## src/logic/tpc_params.svh

```systemverilog
/*
  Constants for the timer/pin configuration and oscillator trim register bank.
  Assumes inclusion by bare name from design files; definitions only.
*/
// Functional notes
// - Timer/pin config is 8-bit, write-only, loaded only by the load instruction.
// - Any reset sets every timer/pin config bit to one.
// - Direction bit zero (output) disables that pin's wake-up and pull-up.
// - Timer clock source bit one forces pin 2 to act as input.
// - Bit 7 zero enables pin-change wake-up on pins 0, 1, 3.
// - Bit 6 zero enables weak pull-ups on pins 0, 1, 3.
// - Bit 5 one counts external clock pin, zero counts instruction cycle clock.
// - Bit 4 one counts falling edges, zero rising edges, of external pin.
// - Ratio codes 0-7 give timer 1:2..1:256, watchdog 1:1..1:128.
// - Trim register tunes 4 MHz oscillator; fine field in bits 7 to 4.
// - Fast bit 3 raises frequency, slow bit 2 lowers; zero means no change.
// - Fast and slow both set: only raise frequency, fast wins.
// - Trim bits 1 and 0 are unimplemented, read zero, ignore writes.
`ifndef TPC_PARAMS_SVH
`define TPC_PARAMS_SVH

// ------------------------------------------------------------------
// Register map and reset values
// ------------------------------------------------------------------
`define TPC_TRIM_ADDR 8'h8F
`define TPC_CFG_RESET 8'hFF
`define TPC_TRIM_RESET 8'h70
`define TPC_TRIM_WMASK 8'hFC
`define TPC_TRIM_FINE_RESET 4'h7
`define TPC_WDT_SHIFT_RESET 4'h7

// ------------------------------------------------------------------
// Field positions of the timer/pin config register
// ------------------------------------------------------------------
`define TPC_CFG_WAKE_DIS 7
`define TPC_CFG_PULL_DIS 6
`define TPC_CFG_CLK_SEL 5
`define TPC_CFG_EDGE_SEL 4
`define TPC_CFG_PSC_ASSIGN 3
`define TPC_CFG_RATIO_HI 2
`define TPC_CFG_RATIO_LO 0

// ------------------------------------------------------------------
// Field positions of the trim register
// ------------------------------------------------------------------
`define TPC_TRIM_FINE_HI 7
`define TPC_TRIM_FINE_LO 4
`define TPC_TRIM_FAST 3
`define TPC_TRIM_SLOW 2

// ------------------------------------------------------------------
// Pins and timing
// ------------------------------------------------------------------
`define TPC_NUM_PINS 6
`define TPC_WAKE_PIN_MASK 6'h0B
`define TPC_T0_PIN 2
`define TPC_CYCLE_DIV 4
`define TPC_SHIFT_ZERO 4'h0
`define TPC_TIMER_SHIFT_BASE 4'h1

`endif

```

## src/logic/tpc_pkg.sv

```systemverilog
/*
  Types shared by the timer/pin config and trim register bank.
  Assumes constants come from tpc_params.svh.
*/
`default_nettype none
package tpc_pkg;
  typedef logic [7:0] tpc_byte_t;
  typedef logic [3:0] tpc_shift_t;
  typedef enum logic {TPC_PSC_TIMER, TPC_PSC_WDT} tpc_psc_owner_t;
endpackage
`default_nettype wire

```

## src/logic/tpc_cycle_div.sv

```systemverilog
/*
  Instruction cycle enable: one pulse every DIV core clocks.
  Assumes core clock is the oscillator clock; one clock domain.
*/
`timescale 1ns/100ps
`default_nettype none
`include "tpc_params.svh"
module tpc_cycle_div #(
  parameter int DIV = `TPC_CYCLE_DIV
) (
  input wire logic clk,
  input wire logic rst,
  output logic cyc_en
);
  logic [$clog2(DIV)-1:0] count;

  always_ff @(posedge clk or posedge rst) begin
    if (rst) begin
      count <= '0;
      cyc_en <= 1'b0;
    end else begin
      cyc_en <= (count == ($clog2(DIV))'(DIV - 1));
      count <= (count == ($clog2(DIV))'(DIV - 1)) ? '0 : count + 1'b1;
    end
  end
endmodule
`default_nettype wire

```

## src/logic/tpc_edge_sync.sv

```systemverilog
/*
  Two-flop synchroniser with selectable edge detector for the external timer clock pin.
  Assumes the pin is asynchronous to the core clock.
*/
`timescale 1ns/100ps
`default_nettype none
module tpc_edge_sync (
  input wire logic clk,
  input wire logic rst,
  input wire logic pin,
  input wire logic fall_sel,
  output logic edge_seen
);
  logic meta;
  logic sync;
  logic prev;

  // First flop feeds only the second
  always_ff @(posedge clk or posedge rst) begin
    if (rst) begin
      meta <= 1'b0;
      sync <= 1'b0;
      prev <= 1'b0;
    end else begin
      meta <= pin;
      sync <= meta;
      prev <= sync;
    end
  end

  always_comb begin
    if (fall_sel) begin
      edge_seen = prev & ~sync;
    end else begin
      edge_seen = ~prev & sync;
    end
  end
endmodule
`default_nettype wire

```

## src/logic/tpc_regs.sv

```systemverilog
/*
  Timer/pin configuration register and oscillator trim register, with their
  decoded controls for the port, timer, watchdog prescaler and oscillator.
  Assumes the core drives load strobes and file-register accesses on CORE_CLK,
  and that pin directions come from the same clock domain.
*/
`timescale 1ns/100ps
`default_nettype none
`include "tpc_params.svh"
module tpc_regs #(
  parameter int NUM_PINS = `TPC_NUM_PINS,
  parameter int CYCLE_DIV = `TPC_CYCLE_DIV
) (
  input wire logic CORE_CLK,
  input wire logic RST,
  input wire logic CFG_LOAD,
  input wire logic [7:0] W_DATA,
  input wire logic [7:0] REG_ADDR,
  input wire logic REG_WR,
  input wire logic REG_RD,
  input wire logic [7:0] REG_WDATA,
  output logic [7:0] REG_RDATA,
  output logic REG_RVALID,
  input wire logic [NUM_PINS-1:0] PIN_DIR,
  input wire logic TIMER_EXT_CLOCK_PIN,
  output logic [NUM_PINS-1:0] PIN_WAKE_EN,
  output logic [NUM_PINS-1:0] PIN_PULLUP_EN,
  output logic [NUM_PINS-1:0] PIN_DIR_EFF,
  output logic TIMER_CLOCK_SELECT,
  output logic TIMER_EDGE_SELECT,
  output logic TIMER_TICK,
  output logic PRESCALER_ASSIGN,
  output logic [3:0] TIMER_PSC_SHIFT,
  output logic [3:0] WDT_PSC_SHIFT,
  output logic [3:0] TRIM_FINE,
  output logic TRIM_FASTER,
  output logic TRIM_SLOWER
);
  // ------------------------------------------------------------------
  // Register state
  // ------------------------------------------------------------------
  tpc_pkg::tpc_byte_t timer_pin_config;
  tpc_pkg::tpc_byte_t oscillator_trim;
  logic trim_hit;
  logic cyc_en;
  logic ext_edge;
  logic [2:0] prescaler_ratio;
  tpc_pkg::tpc_psc_owner_t psc_owner;
  tpc_pkg::tpc_shift_t next_timer_shift;
  tpc_pkg::tpc_shift_t next_wdt_shift;
  logic [NUM_PINS-1:0] next_wake;
  logic [NUM_PINS-1:0] next_pull;
  logic [NUM_PINS-1:0] next_dir;

  assign trim_hit = (REG_ADDR == `TPC_TRIM_ADDR);
  assign prescaler_ratio = timer_pin_config[`TPC_CFG_RATIO_HI:`TPC_CFG_RATIO_LO];
  assign psc_owner = timer_pin_config[`TPC_CFG_PSC_ASSIGN] ?
                     tpc_pkg::TPC_PSC_WDT : tpc_pkg::TPC_PSC_TIMER;

  // ------------------------------------------------------------------
  // Timer/pin config: write-only, load instruction only
  // ------------------------------------------------------------------
  always_ff @(posedge CORE_CLK or posedge RST) begin
    if (RST) begin
      timer_pin_config <= `TPC_CFG_RESET;
    end else if (CFG_LOAD) begin
      timer_pin_config <= W_DATA;
    end
  end

  // ------------------------------------------------------------------
  // Oscillator trim register
  // ------------------------------------------------------------------
  // Low two bits never store, so they cannot read back as one
  always_ff @(posedge CORE_CLK or posedge RST) begin
    if (RST) begin
      oscillator_trim <= `TPC_TRIM_RESET;
    end else if (REG_WR && trim_hit) begin
      oscillator_trim <= REG_WDATA & `TPC_TRIM_WMASK;
    end
  end

  // Only the trim register answers reads; the config register has no read path
  always_ff @(posedge CORE_CLK or posedge RST) begin
    if (RST) begin
      REG_RDATA <= 8'h00;
      REG_RVALID <= 1'b0;
    end else begin
      REG_RVALID <= REG_RD && trim_hit;
      if (REG_RD && trim_hit) begin
        REG_RDATA <= oscillator_trim & `TPC_TRIM_WMASK;
      end
    end
  end

  // ------------------------------------------------------------------
  // Per-pin wake-up, pull-up and effective direction
  // ------------------------------------------------------------------
  genvar gi;
  generate
    for (gi = 0; gi < NUM_PINS; gi = gi + 1) begin : g_pin
      // Only the lowest bit of the shifted mask belongs to this pin
      localparam logic ELIGIBLE = 1'(`TPC_WAKE_PIN_MASK >> gi);
      // An output pin never pulls up or wakes the core
      assign next_wake[gi] = ELIGIBLE & PIN_DIR[gi] &
                             ~timer_pin_config[`TPC_CFG_WAKE_DIS];
      assign next_pull[gi] = ELIGIBLE & PIN_DIR[gi] &
                             ~timer_pin_config[`TPC_CFG_PULL_DIS];
      if (gi == `TPC_T0_PIN) begin : g_t0
        assign next_dir[gi] = PIN_DIR[gi] | timer_pin_config[`TPC_CFG_CLK_SEL];
      end else begin : g_plain
        assign next_dir[gi] = PIN_DIR[gi];
      end
    end
  endgenerate

  always_ff @(posedge CORE_CLK or posedge RST) begin
    if (RST) begin
      PIN_WAKE_EN <= '0;
      PIN_PULLUP_EN <= '0;
      PIN_DIR_EFF <= '1;
    end else begin
      PIN_WAKE_EN <= next_wake;
      PIN_PULLUP_EN <= next_pull;
      PIN_DIR_EFF <= next_dir;
    end
  end

  // ------------------------------------------------------------------
  // Prescaler assignment and ratio as shift counts
  // ------------------------------------------------------------------
  // The side not owning the prescaler runs at 1:1
  always_comb begin
    next_timer_shift = `TPC_SHIFT_ZERO;
    next_wdt_shift = `TPC_SHIFT_ZERO;
    unique case (psc_owner)
      tpc_pkg::TPC_PSC_TIMER: begin
        next_timer_shift = `TPC_TIMER_SHIFT_BASE + {1'b0, prescaler_ratio};
      end
      tpc_pkg::TPC_PSC_WDT: begin
        next_wdt_shift = {1'b0, prescaler_ratio};
      end
    endcase
  end

  always_ff @(posedge CORE_CLK or posedge RST) begin
    if (RST) begin
      PRESCALER_ASSIGN <= 1'b1;
      TIMER_PSC_SHIFT <= `TPC_SHIFT_ZERO;
      WDT_PSC_SHIFT <= `TPC_WDT_SHIFT_RESET;
    end else begin
      PRESCALER_ASSIGN <= timer_pin_config[`TPC_CFG_PSC_ASSIGN];
      TIMER_PSC_SHIFT <= next_timer_shift;
      WDT_PSC_SHIFT <= next_wdt_shift;
    end
  end

  // ------------------------------------------------------------------
  // Timer clock source and edge
  // ------------------------------------------------------------------
  tpc_cycle_div #(
    .DIV(CYCLE_DIV)
  ) u_div (
    .clk(CORE_CLK),
    .rst(RST),
    .cyc_en(cyc_en)
  );

  tpc_edge_sync u_edge (
    .clk(CORE_CLK),
    .rst(RST),
    .pin(TIMER_EXT_CLOCK_PIN),
    .fall_sel(timer_pin_config[`TPC_CFG_EDGE_SEL]),
    .edge_seen(ext_edge)
  );

  always_ff @(posedge CORE_CLK or posedge RST) begin
    if (RST) begin
      TIMER_CLOCK_SELECT <= 1'b1;
      TIMER_EDGE_SELECT <= 1'b1;
      TIMER_TICK <= 1'b0;
    end else begin
      TIMER_CLOCK_SELECT <= timer_pin_config[`TPC_CFG_CLK_SEL];
      TIMER_EDGE_SELECT <= timer_pin_config[`TPC_CFG_EDGE_SEL];
      TIMER_TICK <= timer_pin_config[`TPC_CFG_CLK_SEL] ? ext_edge : cyc_en;
    end
  end

  // ------------------------------------------------------------------
  // Oscillator trim outputs
  // ------------------------------------------------------------------
  always_ff @(posedge CORE_CLK or posedge RST) begin
    if (RST) begin
      TRIM_FINE <= `TPC_TRIM_FINE_RESET;
      TRIM_FASTER <= 1'b0;
      TRIM_SLOWER <= 1'b0;
    end else begin
      TRIM_FINE <= oscillator_trim[`TPC_TRIM_FINE_HI:`TPC_TRIM_FINE_LO];
      TRIM_FASTER <= oscillator_trim[`TPC_TRIM_FAST];
      // Fast has precedence, so slow is dropped when both are set
      TRIM_SLOWER <= oscillator_trim[`TPC_TRIM_SLOW] &
                     ~oscillator_trim[`TPC_TRIM_FAST];
    end
  end
endmodule
`default_nettype wire

```

## config.mk

```make
export PLATFORM = sky130hd
export DESIGN_NAME = tpc_regs
export DESIGN_NICKNAME = d
export VERILOG_FILES = /design/src/logic/tpc_pkg.sv /design/src/logic/tpc_cycle_div.sv /design/src/logic/tpc_edge_sync.sv /design/src/logic/tpc_regs.sv
export VERILOG_INCLUDE_DIRS = /design/src /design/src/logic
export SDC_FILE = /design/constraint.sdc
export NUM_CORES = 1
export LEC_CHECK = 0
export BUFFER_PORTS_ARGS = -buffer_cell sky130_fd_sc_hd__buf_2
export CAP_MARGIN = 15
export CORE_MARGIN = 1
export CORE_UTILIZATION = 42
export CTS_CLUSTER_SIZE = 12
export DETAILED_ROUTE_END_ITERATION = 7
export GPL_ROUTABILITY_DRIVEN = 0
export PLACE_DENSITY_LB_ADDON = 0.2
export SYNTH_ARGS = -nofsm -noshare
export SYNTH_HDL_FRONTEND = slang
export SYNTH_SLANG_ARGS = --single-unit
```

## constraint.sdc

```tcl
create_clock -name CORE_CLK -period 1.3 [get_ports CORE_CLK]
set_input_delay 0.065 -clock CORE_CLK [delete_from_list [all_inputs] [get_ports CORE_CLK]]
set_output_delay 0.065 -clock CORE_CLK [all_outputs]
set_load 0.05 [all_outputs]
```

### Word level (Yosys, flattened, before mapping)

Index checks and enable logic that the tools add are counted.

* multipliers: 0
* shift-type cells: 0
* muxes and demuxes: 6
* equal/unequal tests: 2
* bitwise gates (word level): 15
* reductions and logical operators: 2
* $lt $le $gt $ge: 0
* divide/modulo/power cells: 0
* add/subtract/negate cells: 2

Operator list (count)
* $and 1x1->1: 9
* $eq 8x8->1 const B: 1
* $not 1->1: 5
* $add 1x3->4 const A: 1
* $mux 4: 1
* $mux 1: 3
* $mux 3: 1
* $add 2x1->2 const B: 1
* $eq 2x2->1 const B: 1
* $logic_and 1x1->1: 2
* $mux 2: 1
* $or 1x1->1: 1

* RAM bits: 0
* memories: 0
* latch bits: 0
* flip-flop bits (word level): 56
* bits in read-only memories: 0

### Logic depth before layout (Yosys ltp)

Gate-level depths: netlist of run 1.

* depth in word-level cells: 4
* gate-level depth with buffers: 3

### Hierarchy

From an unflattened synthesis of run 1, not the netlist that was laid out.

* cell total of the unflattened synthesis: 118
* area total of the unflattened synthesis: 1980.6 um^2

Modules (own cells, without submodules)
* tpc_regs: cells each 105, area each 1784.2 um^2, seq. area each 1283.7 um^2, times used 1
* tpc_edge_sync: cells each 7, area each 101.3 um^2, seq. area each 75.1 um^2, times used 1
* tpc_cycle_div: cells each 6, area each 95.1 um^2, seq. area each 75.1 um^2, times used 1

### Least setup slack after synthesis of run 1

OpenSTA, ideal clock, no wires.

* path kind: in2reg
* start point: input port REG_ADDR[5]
* end point: register REG_RDATA[2]
* path buffers: 0
* data required time: 1.175 ns
* setup time: 0.125 ns
* stages on the path: 3
* path slack: 0.297 ns
* arrival: 0.878 ns
* cells stage by stage: nor4b_4 > nand3_4 > mux2_2

* longest elaborated chain between the ends: 2

Ends and longest elaborated chain
* start: declaration: line tpc_regs.sv:18 `input wire logic [7:0] REG_ADDR,`
* $eq 8x8->1 (no source line)
* $logic_and 1x1->1: line tpc_regs.sv:90 `if (REG_RD && trim_hit) begin`
* end signal: assignment: line tpc_regs.sv:91 `` REG_RDATA <= oscillator_trim & `TPC_TRIM_WMASK; ``
* end: declaration: line tpc_regs.sv:22 `output logic [7:0] REG_RDATA,`

No other way between the ends.
A chain may end at the register's enable or synchronous reset.

### Worst setup path after layout of run 1

* start point: register TRIM_FINE[1]
* end point: output port TRIM_FINE[1]

RTL lines
* start: declaration: line tpc_regs.sv:35 `output logic [3:0] TRIM_FINE,`
* start signal: assignment: line tpc_regs.sv:194 `` TRIM_FINE <= `TPC_TRIM_FINE_RESET; ``
* start signal: assignment: line tpc_regs.sv:198 `` TRIM_FINE <= oscillator_trim[`TPC_TRIM_FINE_HI:`TPC_TRIM_FINE_LO]; ``

No word-level cell between the ends.

==> results of run 1 <==
[worst min-delay path by stage]
stage                     cells after the start          from  slack (ns)                  end
final                                         2     W_DATA[0]       0.008  timer_pin_config[0]
after global routing                          2  REG_WDATA[7]      0.0005   oscillator_trim[7]
after CTS                                     2  REG_WDATA[7]       0.002   oscillator_trim[7]
after detailed placement                      3           RST        0.16          u_edge.meta
after global placement                        3           RST        0.15         REG_RDATA[4]
after floorplan                               0    PIN_DIR[0]        0.07       PIN_DIR_EFF[0]
[synthesized netlist by cell type]
| master | n | share of area, % |
|---|---|---|
| conb_1 | 1 | 0.19 |
| mux2_2 | 20 | 11 |
| and4b_1 | 1 | 0.51 |
| and4_1 | 1 | 0.45 |
| inv_1 | 2 | 0.38 |
| nand3_4 | 2 | 1.8 |
| ha_1 | 2 | 1.3 |
| nor2_1 | 5 | 0.95 |
| nor4b_4 | 1 | 1.2 |
| buf_4 | 9 | 3.4 |
| xnor2_1 | 1 | 0.45 |
| dfstp_2 | 26 | 35 |
| a21oi_1 | 2 | 0.51 |
| and2_1 | 3 | 0.95 |
| dfrtp_1 | 30 | 38 |
| nor2b_1 | 8 | 2.5 |
| or2_2 | 1 | 0.32 |
| and3b_1 | 1 | 0.45 |
| clkbuf_1 | 1 | 0.19 |
[area by class of cell]
| cell class | instances | area, µm² | area share (%) |
|---|---|---|---|
| clock inverters | 2 | 13.8 | 0.522 |
| well taps | 52 | 65.1 | 2.47 |
| flip-flops and latches | 56 | 1430 | 54.4 |
| repair buffers | 88 | 546 | 20.7 |
| inverters | 2 | 11.3 | 0.427 |
| clock buffers | 6 | 82.6 | 3.13 |
| multi-input cells | 57 | 483 | 18.3 |
[registers in the layout, indices dropped and copies added, names as in the netlist, 2 cells and up]
| signal | flops |
|---|---|
| PIN_DIR_EFF | 6 |
| PIN_PULLUP_EN | 3 |
| PIN_WAKE_EN | 3 |
| REG_RDATA | 6 |
| TIMER_PSC_SHIFT | 4 |
| TRIM_FINE | 4 |
| WDT_PSC_SHIFT | 3 |
| oscillator_trim | 6 |
| timer_pin_config | 8 |
| u_div.count | 2 |
[what timing repair did]
action | in CTS | in global routing
setup endpoints to repair | 0 | 0
hold buffers | 18 | 0
endpoints found under the hold margin | 47 | 0
[routing by layer]
layer | GRT usage [%] | vias to the layer above | part of all wire, %
met4 | 4.00 | 0 | 1.2
met1 | 15.1 | 552 | 42
met3 | 3.46 | 6 | 6.9
met2 | 21.9 | 51 | 50
met5 | 0 | - | 0
li1 | - | 553 | -
[per-stage QoR]
stage / utilization (%) / setup slack [ns] / power, mW
global placement: 53.4 / 0.130 / 2.55
finish: 59.7 / 0.156 / 3.53
global route: 59.7 / 0.120 / 3.68
detailed placement: 53.4 / 0.0951 / 2.56
CTS: 59.7 / 0.139 / 3.58
floorplan: - / 0.297 / 2.43
[power by group through the flow]
stage / combinational (mW) / sequential [mW] / clock (mW)
3_3_place_gp: 0.573 / 1.98 / 0
4_1_cts: 0.623 / 1.95 / 1.00
6_report: 0.615 / 1.95 / 0.965
3_5_place_dp: 0.580 / 1.98 / 0
5_1_grt: 0.651 / 1.97 / 1.06
2_1_floorplan: 0.190 / 2.24 / 0
[cell families after synthesis]
family | Yosys count | synth area share (%)
flops | 56 | 72.9
buf+inv | 12 | 4.01
xor+xnor | 1 | 0.446
fa+ha+maj | 2 | 1.27
compound gates | 2 | 0.509
simple gates | 23 | 9.17
mux | 20 | 11.5
other cells | 1 | 0.191
==> impl_results.md, run 1 <==
- Worst hold path type: input pin to flop
- Fmax: 874 MHz
- DRC viols: 0
- Die X-Extent: 70.4 µm
- Drt via density: 4.42
- FF-to-FF path depth: 2
- Part of the power in registers: 55.2%
- Final Max Tran Viols: 0
- Clk network pwr share: 27.3%
- Leak pwr: approximately 1.3 nW
- Endpoints failing hold: 0
- Slowest stage cell, crit path: dfstp_2
- Placed Area: 2360 µm²
- Antenna violations before repair: 0
- Combinational fraction of design power: 17.4%
- Clock Path Buffers: 2
- Post-route ant nets: 0
- Non-filler cells, final: 263
- IO buf count: 69
- Die area: slightly below 5000 µm²
- Worst-path clk slew: around 0.090 ns
- Min Clock Period, post-route: between 1 and 1.5 ns
- WL per Instance: 11.2 µm
- Reg2Reg Setup Slack: 0.28 ns
- Inserted Clock Buffers: 5
- Outcome: finished, final reports clean
- Synthesis-stage register bit count: 56
- DR pass1 iterations: 2
- Top Ports: 81
- Worst Skew: 0.00145 ns
- Num rows: 24
- CP startpoint: TRIM_FINE[1]
- # clock sinks: 56
- Crit Path Category: flop to primary output
- Mean Syn Cell Area: 16.8 µm²
- Reg-to-reg startpoint: timer_pin_config[0]
- Post-CTS Setup Inserts: 0
- Share of layout cells above drive strength 1: 61.1%
- Worst-path fanout max: 1
- DPL Wire Length: 2.10 mm
- Finished Cell Area: ~2600 µm²
- Crit path depth: 1
- Total track usage: 12.6%
- Register area share after synthesis: 72.9%
- RSZ-0062 raised after global routing: no
- Core ar.: 4410 µm²
- Worst hold slack: 0.00755 ns
- Placed insts: about 240
- Post-Synthesis Cell Area: 1970 µm²
- Setup TNS: 0 ns
- Grt ovf: 0
- Setup crit end: TRIM_FINE[1]
- Sw Share: between 20% and 30%
- Crit path DAT: 1.08 ns
- # setup viols final: 0
- P&R area growth vs syn: 34.1%
- Buf+Inv Stages, Crit Path: 1
- Cell variety after synth: 19
- Cell family with most CP delay: flip-flops
- Via count: 1,162
- Fillcell total: 346
- Post_cts resized: 0
- Vias in the first global route: 1,125
- ANT cells: 0
- CTS tree: built
- Max_cap viols: 0
- Power per cell area: 1340 nW/µm²
- Nets: 248
- Critical Path RT: 1.24 ns
- Synth Instances: 117
- Commonest non-fill, non-tap cell in the layout: buf_2
- Worst path cell trace: buf_2
- H-tree levels: 2
- Most frequent cells in the layout: buf_2 (69), dfrtp_1 (30), dfstp_2 (26)
- Initial core utilization: 44.5%
- R2r endpoint: TIMER_PSC_SHIFT[1]
- Switch Pwr: between 1 and 1.5 mW
- DRT iter0 DRCs: 36
- Internal power: 2.52 mW
- Crit-path max cell delay: ~0.53 ns
- Pin count of the biggest net entering global routing: 57
- Startpoint class of the critical path: flop
- Root Buffer: clkbuf_8
- Synth warn: 0
- CP endpoint kind: primary output
- Detailed-route wire length: 2.95 mm
- VDD IR-drop max: 0.000645 V
- First-pass GRT wire length: 4.87 mm
- Die Ht: 70.4 µm
- Worst-Skew Late Latency: approximately 0.3 ns
- Fin crit share: ~88%
(Power assumes the default switching activity.)
==> run 2, diff against run 1 <==
- CORE_UTILIZATION: 42 -> 50
- clock period: 1.3 -> 1.4 ns (I/O delays scaled with it)
==> impl_results.md, run 2 (synthesized netlist as in run 1, its figures left out) <==
- Internal power: between 2 and 2.5 mW
- IO buf count: 69
- Detailed-route wire length: ~3.0 mm
- Vias in the first global route: 1,116
- Initial core utilization: between 50% and 60%
- Slowest stage cell, crit path: dfstp_2
- Max_cap viols: 0
- Non-filler cells, final: 261
- H-tree levels: 2
- Worst hold path type: input pin to flop
- Endpoints failing hold: 0
- Largest register by flop count: timer_pin_config
- Crit-path max cell delay: 0.53 ns
- Worst-path clk slew: 0.09 ns
- Switch Pwr: just over 0.9 mW
- RSZ-0062 raised after global routing: no
- Max layer used: met4
- P&R area growth vs syn: 35.4%
- Commonest non-fill, non-tap cell in the layout: buf_2
- Fmax: 865 MHz
- DRC viols: 0
- VDD IR-drop max: 0.000816 V
- Nets: 250
- Power per cell area: around 1300 nW/µm²
- Leak pwr: around 1.3 nW
- Worst path cell trace: buf_2
- Startpoint class of the critical path: flop
- # clock sinks: 56
- Buf+Inv Stages, Crit Path: 1
- Worst Skew: 0.00425 ns
- Die X-Extent: 64.7 µm
- DRT iter0 DRCs: 32
- Die area: 4190 µm²
- Num rows: 22
- Total length of routed met2 wires: 1.62 mm
- Grt ovf: 0
- DPL Wire Length: 2.09 mm
- Crit Path Category: flop to primary output
- Pre-CTS setup slack: 0.174 ns
- Post-route ant nets: 0
- ANT cells: 0
- Via count: between 1,000 and 1,500
- Inserted Clock Buffers: 5
- Total track usage: between 15 and 20%
- DRT met1 WL: approximately 1.2 mm
- Sw Share: between 20 and 30%
- CP endpoint kind: primary output
- Met3 wire length: approximately 170 µm
- First-pass GRT wire length: 4.86 mm
- CTS tree: built
- Crit path DAT: around 1.1 ns
- Max reg flops: 8
- Antenna violations before repair: 0
- Most frequent cells in the layout: buf_2 (69), dfrtp_1 (30), dfstp_2 (26)
- Critical Path RT: 1.33 ns
- Fin crit share: 82.6%
- Fillcell total: 253
- DR pass1 iterations: 2
- Worst Setup Slack, final: 0.244 ns
- Part of the power in registers: 53.4%
- Root Buffer: clkbuf_8
- Top Ports: 81
- Cell family with most CP delay: flip-flops
- Worst-path fanout max: 1
- # setup viols final: 0
- Share of layout cells above drive strength 1: around 61%
- Combinational fraction of design power: around 17%
- Outcome: finished, final reports clean
- Final Max Tran Viols: 0
- WL per Instance: 11.7 µm
- Die Ht: 64.7 µm
- Worst-Skew Late Latency: 0.30 ns
- Drt via density: around 4.5
- Placed insts: 233
- Clock Path Buffers: 2
- Min Clock Period, post-route: roughly 1.2 ns
- Core ar.: roughly 3700 µm²
- Pin count of the biggest net entering global routing: 57
- Setup TNS: 0 ns
- Clk network pwr share: 29.6%
## run 2: changes by cell type in the layout (fill, tap and decap cells not counted)
cell,delta
inv_2,+1
clkbuf_8,-1
bufinv_16,+1
dlygate4sd3_1,+2
inv_6,-1
## run 2: routing by layer
layer | GRT usage [%] | up-vias
li1 | - | 559
met1 | 18.9 | 560
met2 | 26.3 | 41
met3 | 5.99 | 5
met4 | 6.67 | 0
met5 | 0 | -
## run 2: worst paths after layout
check                                     from            endpoint  slack, ns  cells after the start
setup / recovery                  TRIM_FINE[0]        TRIM_FINE[0]       0.24                      1
hold / removal                    REG_WDATA[5]  oscillator_trim[5]       0.02                      2
setup reg to reg           timer_pin_config[0]  TIMER_PSC_SHIFT[1]       0.37                      2
hold reg to reg                    u_edge.meta         u_edge.sync       0.37                      0
max in group asynchronous                  RST        TRIM_FINE[1]       0.77                      4
min in group asynchronous                  RST         u_edge.meta       0.34                      4
## run 2: cell type report
cell class | count | area [µm²] | share of cell area [%]
sequential | 56 | 1430 | 53.9
timing repair buffer | 90 | 566 | 21.3
multi-input combinational | 57 | 483 | 18.1
clock buffer | 5 | 68.8 | 2.59
tap | 48 | 60.1 | 2.26
clock inverter | 3 | 42.5 | 1.60
inverter | 2 | 7.51 | 0.282
## run 2: timing repair
item / 4_1_cts / 5_1_grt
hold endpoints to repair: 46 / 3
gates resized for setup: 0 / 0
setup buffers: 0 / 0
hold buffers: 17 / 3
## run 2: through the flow
| stage | utilization, % | cell area [µm²] | hold slack [ns] | total power, mW |
|---|---|---|---|---|
| after floorplan | - | 2000 | 0.0745 | 2.25 |
| after global placement | 63.2 | 2350 | 0.128 | 2.36 |
| after detailed placement | 63.2 | 2350 | 0.135 | 2.38 |
| after CTS | 70.8 | 2630 | 0.000803 | 3.42 |
| after global routing | 71.6 | 2660 | 0.000778 | 3.56 |
| final | 71.6 | 2660 | 0.0171 | 3.39 |
## run 2: power by group through the flow
stage	registers (mW)	clock network, mW	logic (mW)
floorplan	2.08	0	0.176
global placement	1.84	0	0.529
detailed placement	1.84	0	0.537
CTS	1.81	1.04	0.574
global route	1.83	1.12	0.612
finish	1.81	1.00	0.576
==> run 3, diff against run 2 <==
- CORE_UTILIZATION: 50 -> 42
- clock period: 1.4 -> 0.9 ns (I/O delays scaled with it)
==> impl_results.md, run 3 (synthesized netlist as in run 1, its figures left out) <==
- Endpoints failing hold: 0
- R2r endpoint: TIMER_PSC_SHIFT[1]
- Min-delay src: REG_RD
- Placed Area: 2410 µm²
- Worst Skew: between 0.006 and 0.007 ns
- FF-to-FF path depth: 2
- Total length of routed met2 wires: 2.21 mm
- Pin count of the biggest net entering global routing: 57
- Num rows: 24
- Worst Setup Slack, final: -0.134 ns
- Die Ht: ~70 µm
- Total track usage: 15.9%
- Die X-Extent: 70.4 µm
- Post-CTS Setup Inserts: 0
- DRT met1 WL: 1.35 mm
- Grt ovf: 0
- # clock sinks: 56
- Fillcell total: 320
- Vias in the first global route: between 1,000 and 1,500
- Power per cell area: 1840 nW/µm²
- Detailed-route wire length: 3.74 mm
- Nets: 256
- Cell family with most CP delay: flip-flops
- Leak pwr: 1.43 nW
- IO buf count: 69
- Clock Path Buffers: 2
- Startpoint class of the critical path: flop
- # setup viols final: 25
- Antenna violations before repair: 0
- DRC viols: 0
- DPL Wire Length: between 2 and 2.5 mm
- Initial core utilization: around 45%
- Worst hold path depth: 3
- Die area: 4960 µm²
- Setup crit end: PIN_DIR_EFF[5]
- Crit path depth: 1
- Top Ports: 81
- Reg2Reg Setup Slack: -0.09 ns
- Worst path cell trace: buf_6
- Crit Path Category: flop to primary output
- Max_cap viols: 0
- Max reg flops: 8
- First-pass GRT wire length: roughly 6 mm
- ANT cells: 0
- Outcome: complete, but fails checks
- Most frequent cells in the layout: buf_2 (33), buf_6 (29), dfstp_2 (26)
- Critical Path RT: 0.85 ns
- Share of layout cells above drive strength 1: 63.9%
- Multi-input gate area: 503 µm²
- Max layer used: met4
- Largest register by flop count: timer_pin_config
- Commonest non-fill, non-tap cell in the layout: buf_2
- Total power: 5.54 mW
- Crit path DAT: 0.99 ns
- WL per Instance: between 10 and 15 µm
- Worst hold path type: input pin to flop
- Worst-path clk slew: 0.09 ns
- Worst-Skew Late Latency: 0.29 ns
- Finished Cell Area: 3020 µm²
- Drt via density: between 4 and 5
- Root Buffer: clkbuf_8
- H-tree levels: 2
- Buf+Inv Stages, Crit Path: 1
- Min Clock Period, post-route: slightly above 1 ns
- Inserted Clock Buffers: 5
- Final Max Tran Viols: 0
- Failing checks: negative setup slack
- DRT iter0 DRCs: 55
- DR pass1 iterations: 2
- Via count: 1,221
- Fin crit share: 115%
- Worst hold slack: 0.0401 ns
- Fmax: slightly below 1000 MHz
- Worst-path fanout max: 1
- Core ar.: 4410 µm²
- Slowest stage cell, crit path: dfstp_2
- RSZ-0062 raised after global routing: yes
- Post-route ant nets: 0
- VDD IR-drop max: 0.000990 V
- Reg-to-reg startpoint: timer_pin_config[0]
- Register area: 1440 µm²
- Met3 wire length: between 150 and 200 µm
- CTS tree: built
- CP startpoint: PIN_DIR_EFF[5]
- Crit-path max cell delay: 0.54 ns
- P&R area growth vs syn: 53.5%
- CP endpoint kind: primary output
[run 3: cell types whose count changed in the layout (fill, tap and decap cells not counted)]
cell           change
dlygate4sd3_1      +2
buf_2             -36
buf_4              +1
buf_6             +29
buf_8             +10
dfrtp_1            -6
xnor2_2            +1
xnor2_1            -1
ha_4               +1
dfrtp_2            +6
ha_1               -1
clkbuf_1           +1
inv_2              -1
[run 3: through the flow]
step                      std cells  worst slack (ns)  setup TNS (ns)  util [%]
after CTS                       270            -0.157           -2.52      67.4
after floorplan                 125           -0.0840          -0.971         -
final                           271            -0.134           -2.22      68.4
after detailed placement        241            -0.285           -3.25      54.6
after global routing            271            -0.166           -3.22      68.4
after global placement          241            -0.236           -2.84      54.6
[run 3: layout make-up]
| type | count | area share (%) |
|---|---|---|
| Timing Repair Buffer | 96 | 29.5 |
| Inverter | 2 | 0.373 |
| Multi-Input combinational cell | 57 | 16.7 |
| Tap cell | 52 | 2.16 |
| Clock buffer | 6 | 2.40 |
| Clock inverter | 2 | 1.16 |
| Sequential cell | 56 | 47.8 |
[run 3: power breakdown]
group	total, mW	leakage [nW]	internal [mW]	switching, mW
sequential	2.86	0.656	2.74	0.114
combinational	1.12	0.719	0.475	0.648
clock	1.56	0.0552	0.826	0.735
[run 3: worst min path at each step]
stage / end / slack (ns)
6_report: REG_RVALID / 0.04
5_1_grt: REG_RVALID / 0.03
4_1_cts: oscillator_trim[2] / 0.005
3_5_place_dp: PIN_PULLUP_EN[1] / 0.15
3_3_place_gp: REG_RVALID / 0.13
2_1_floorplan: PIN_DIR_EFF[0] / 0.05
[run 3: timing repair]
action | CTS | global route
endpoints found under the hold margin | 52 | 1
resized for setup | 78 | 8
hold buffers | 21 | 1
pin swaps | 3 | 0
endpoints found under the setup margin | 40 | 41
[run 3: worst register-to-register path: stages, from the launching register on]
cell and delay, ns:
dfstp_2 0.57, ha_4 0.20, nor2b_1 0.12
[run 3: layer usage]
metal | global-route usage (%) | vias up
met2 | 29.8 | 40
li1 | - | 574
met4 | 4.00 | 0
met3 | 4.33 | 2
met1 | 17.6 | 605
met5 | 0 | -
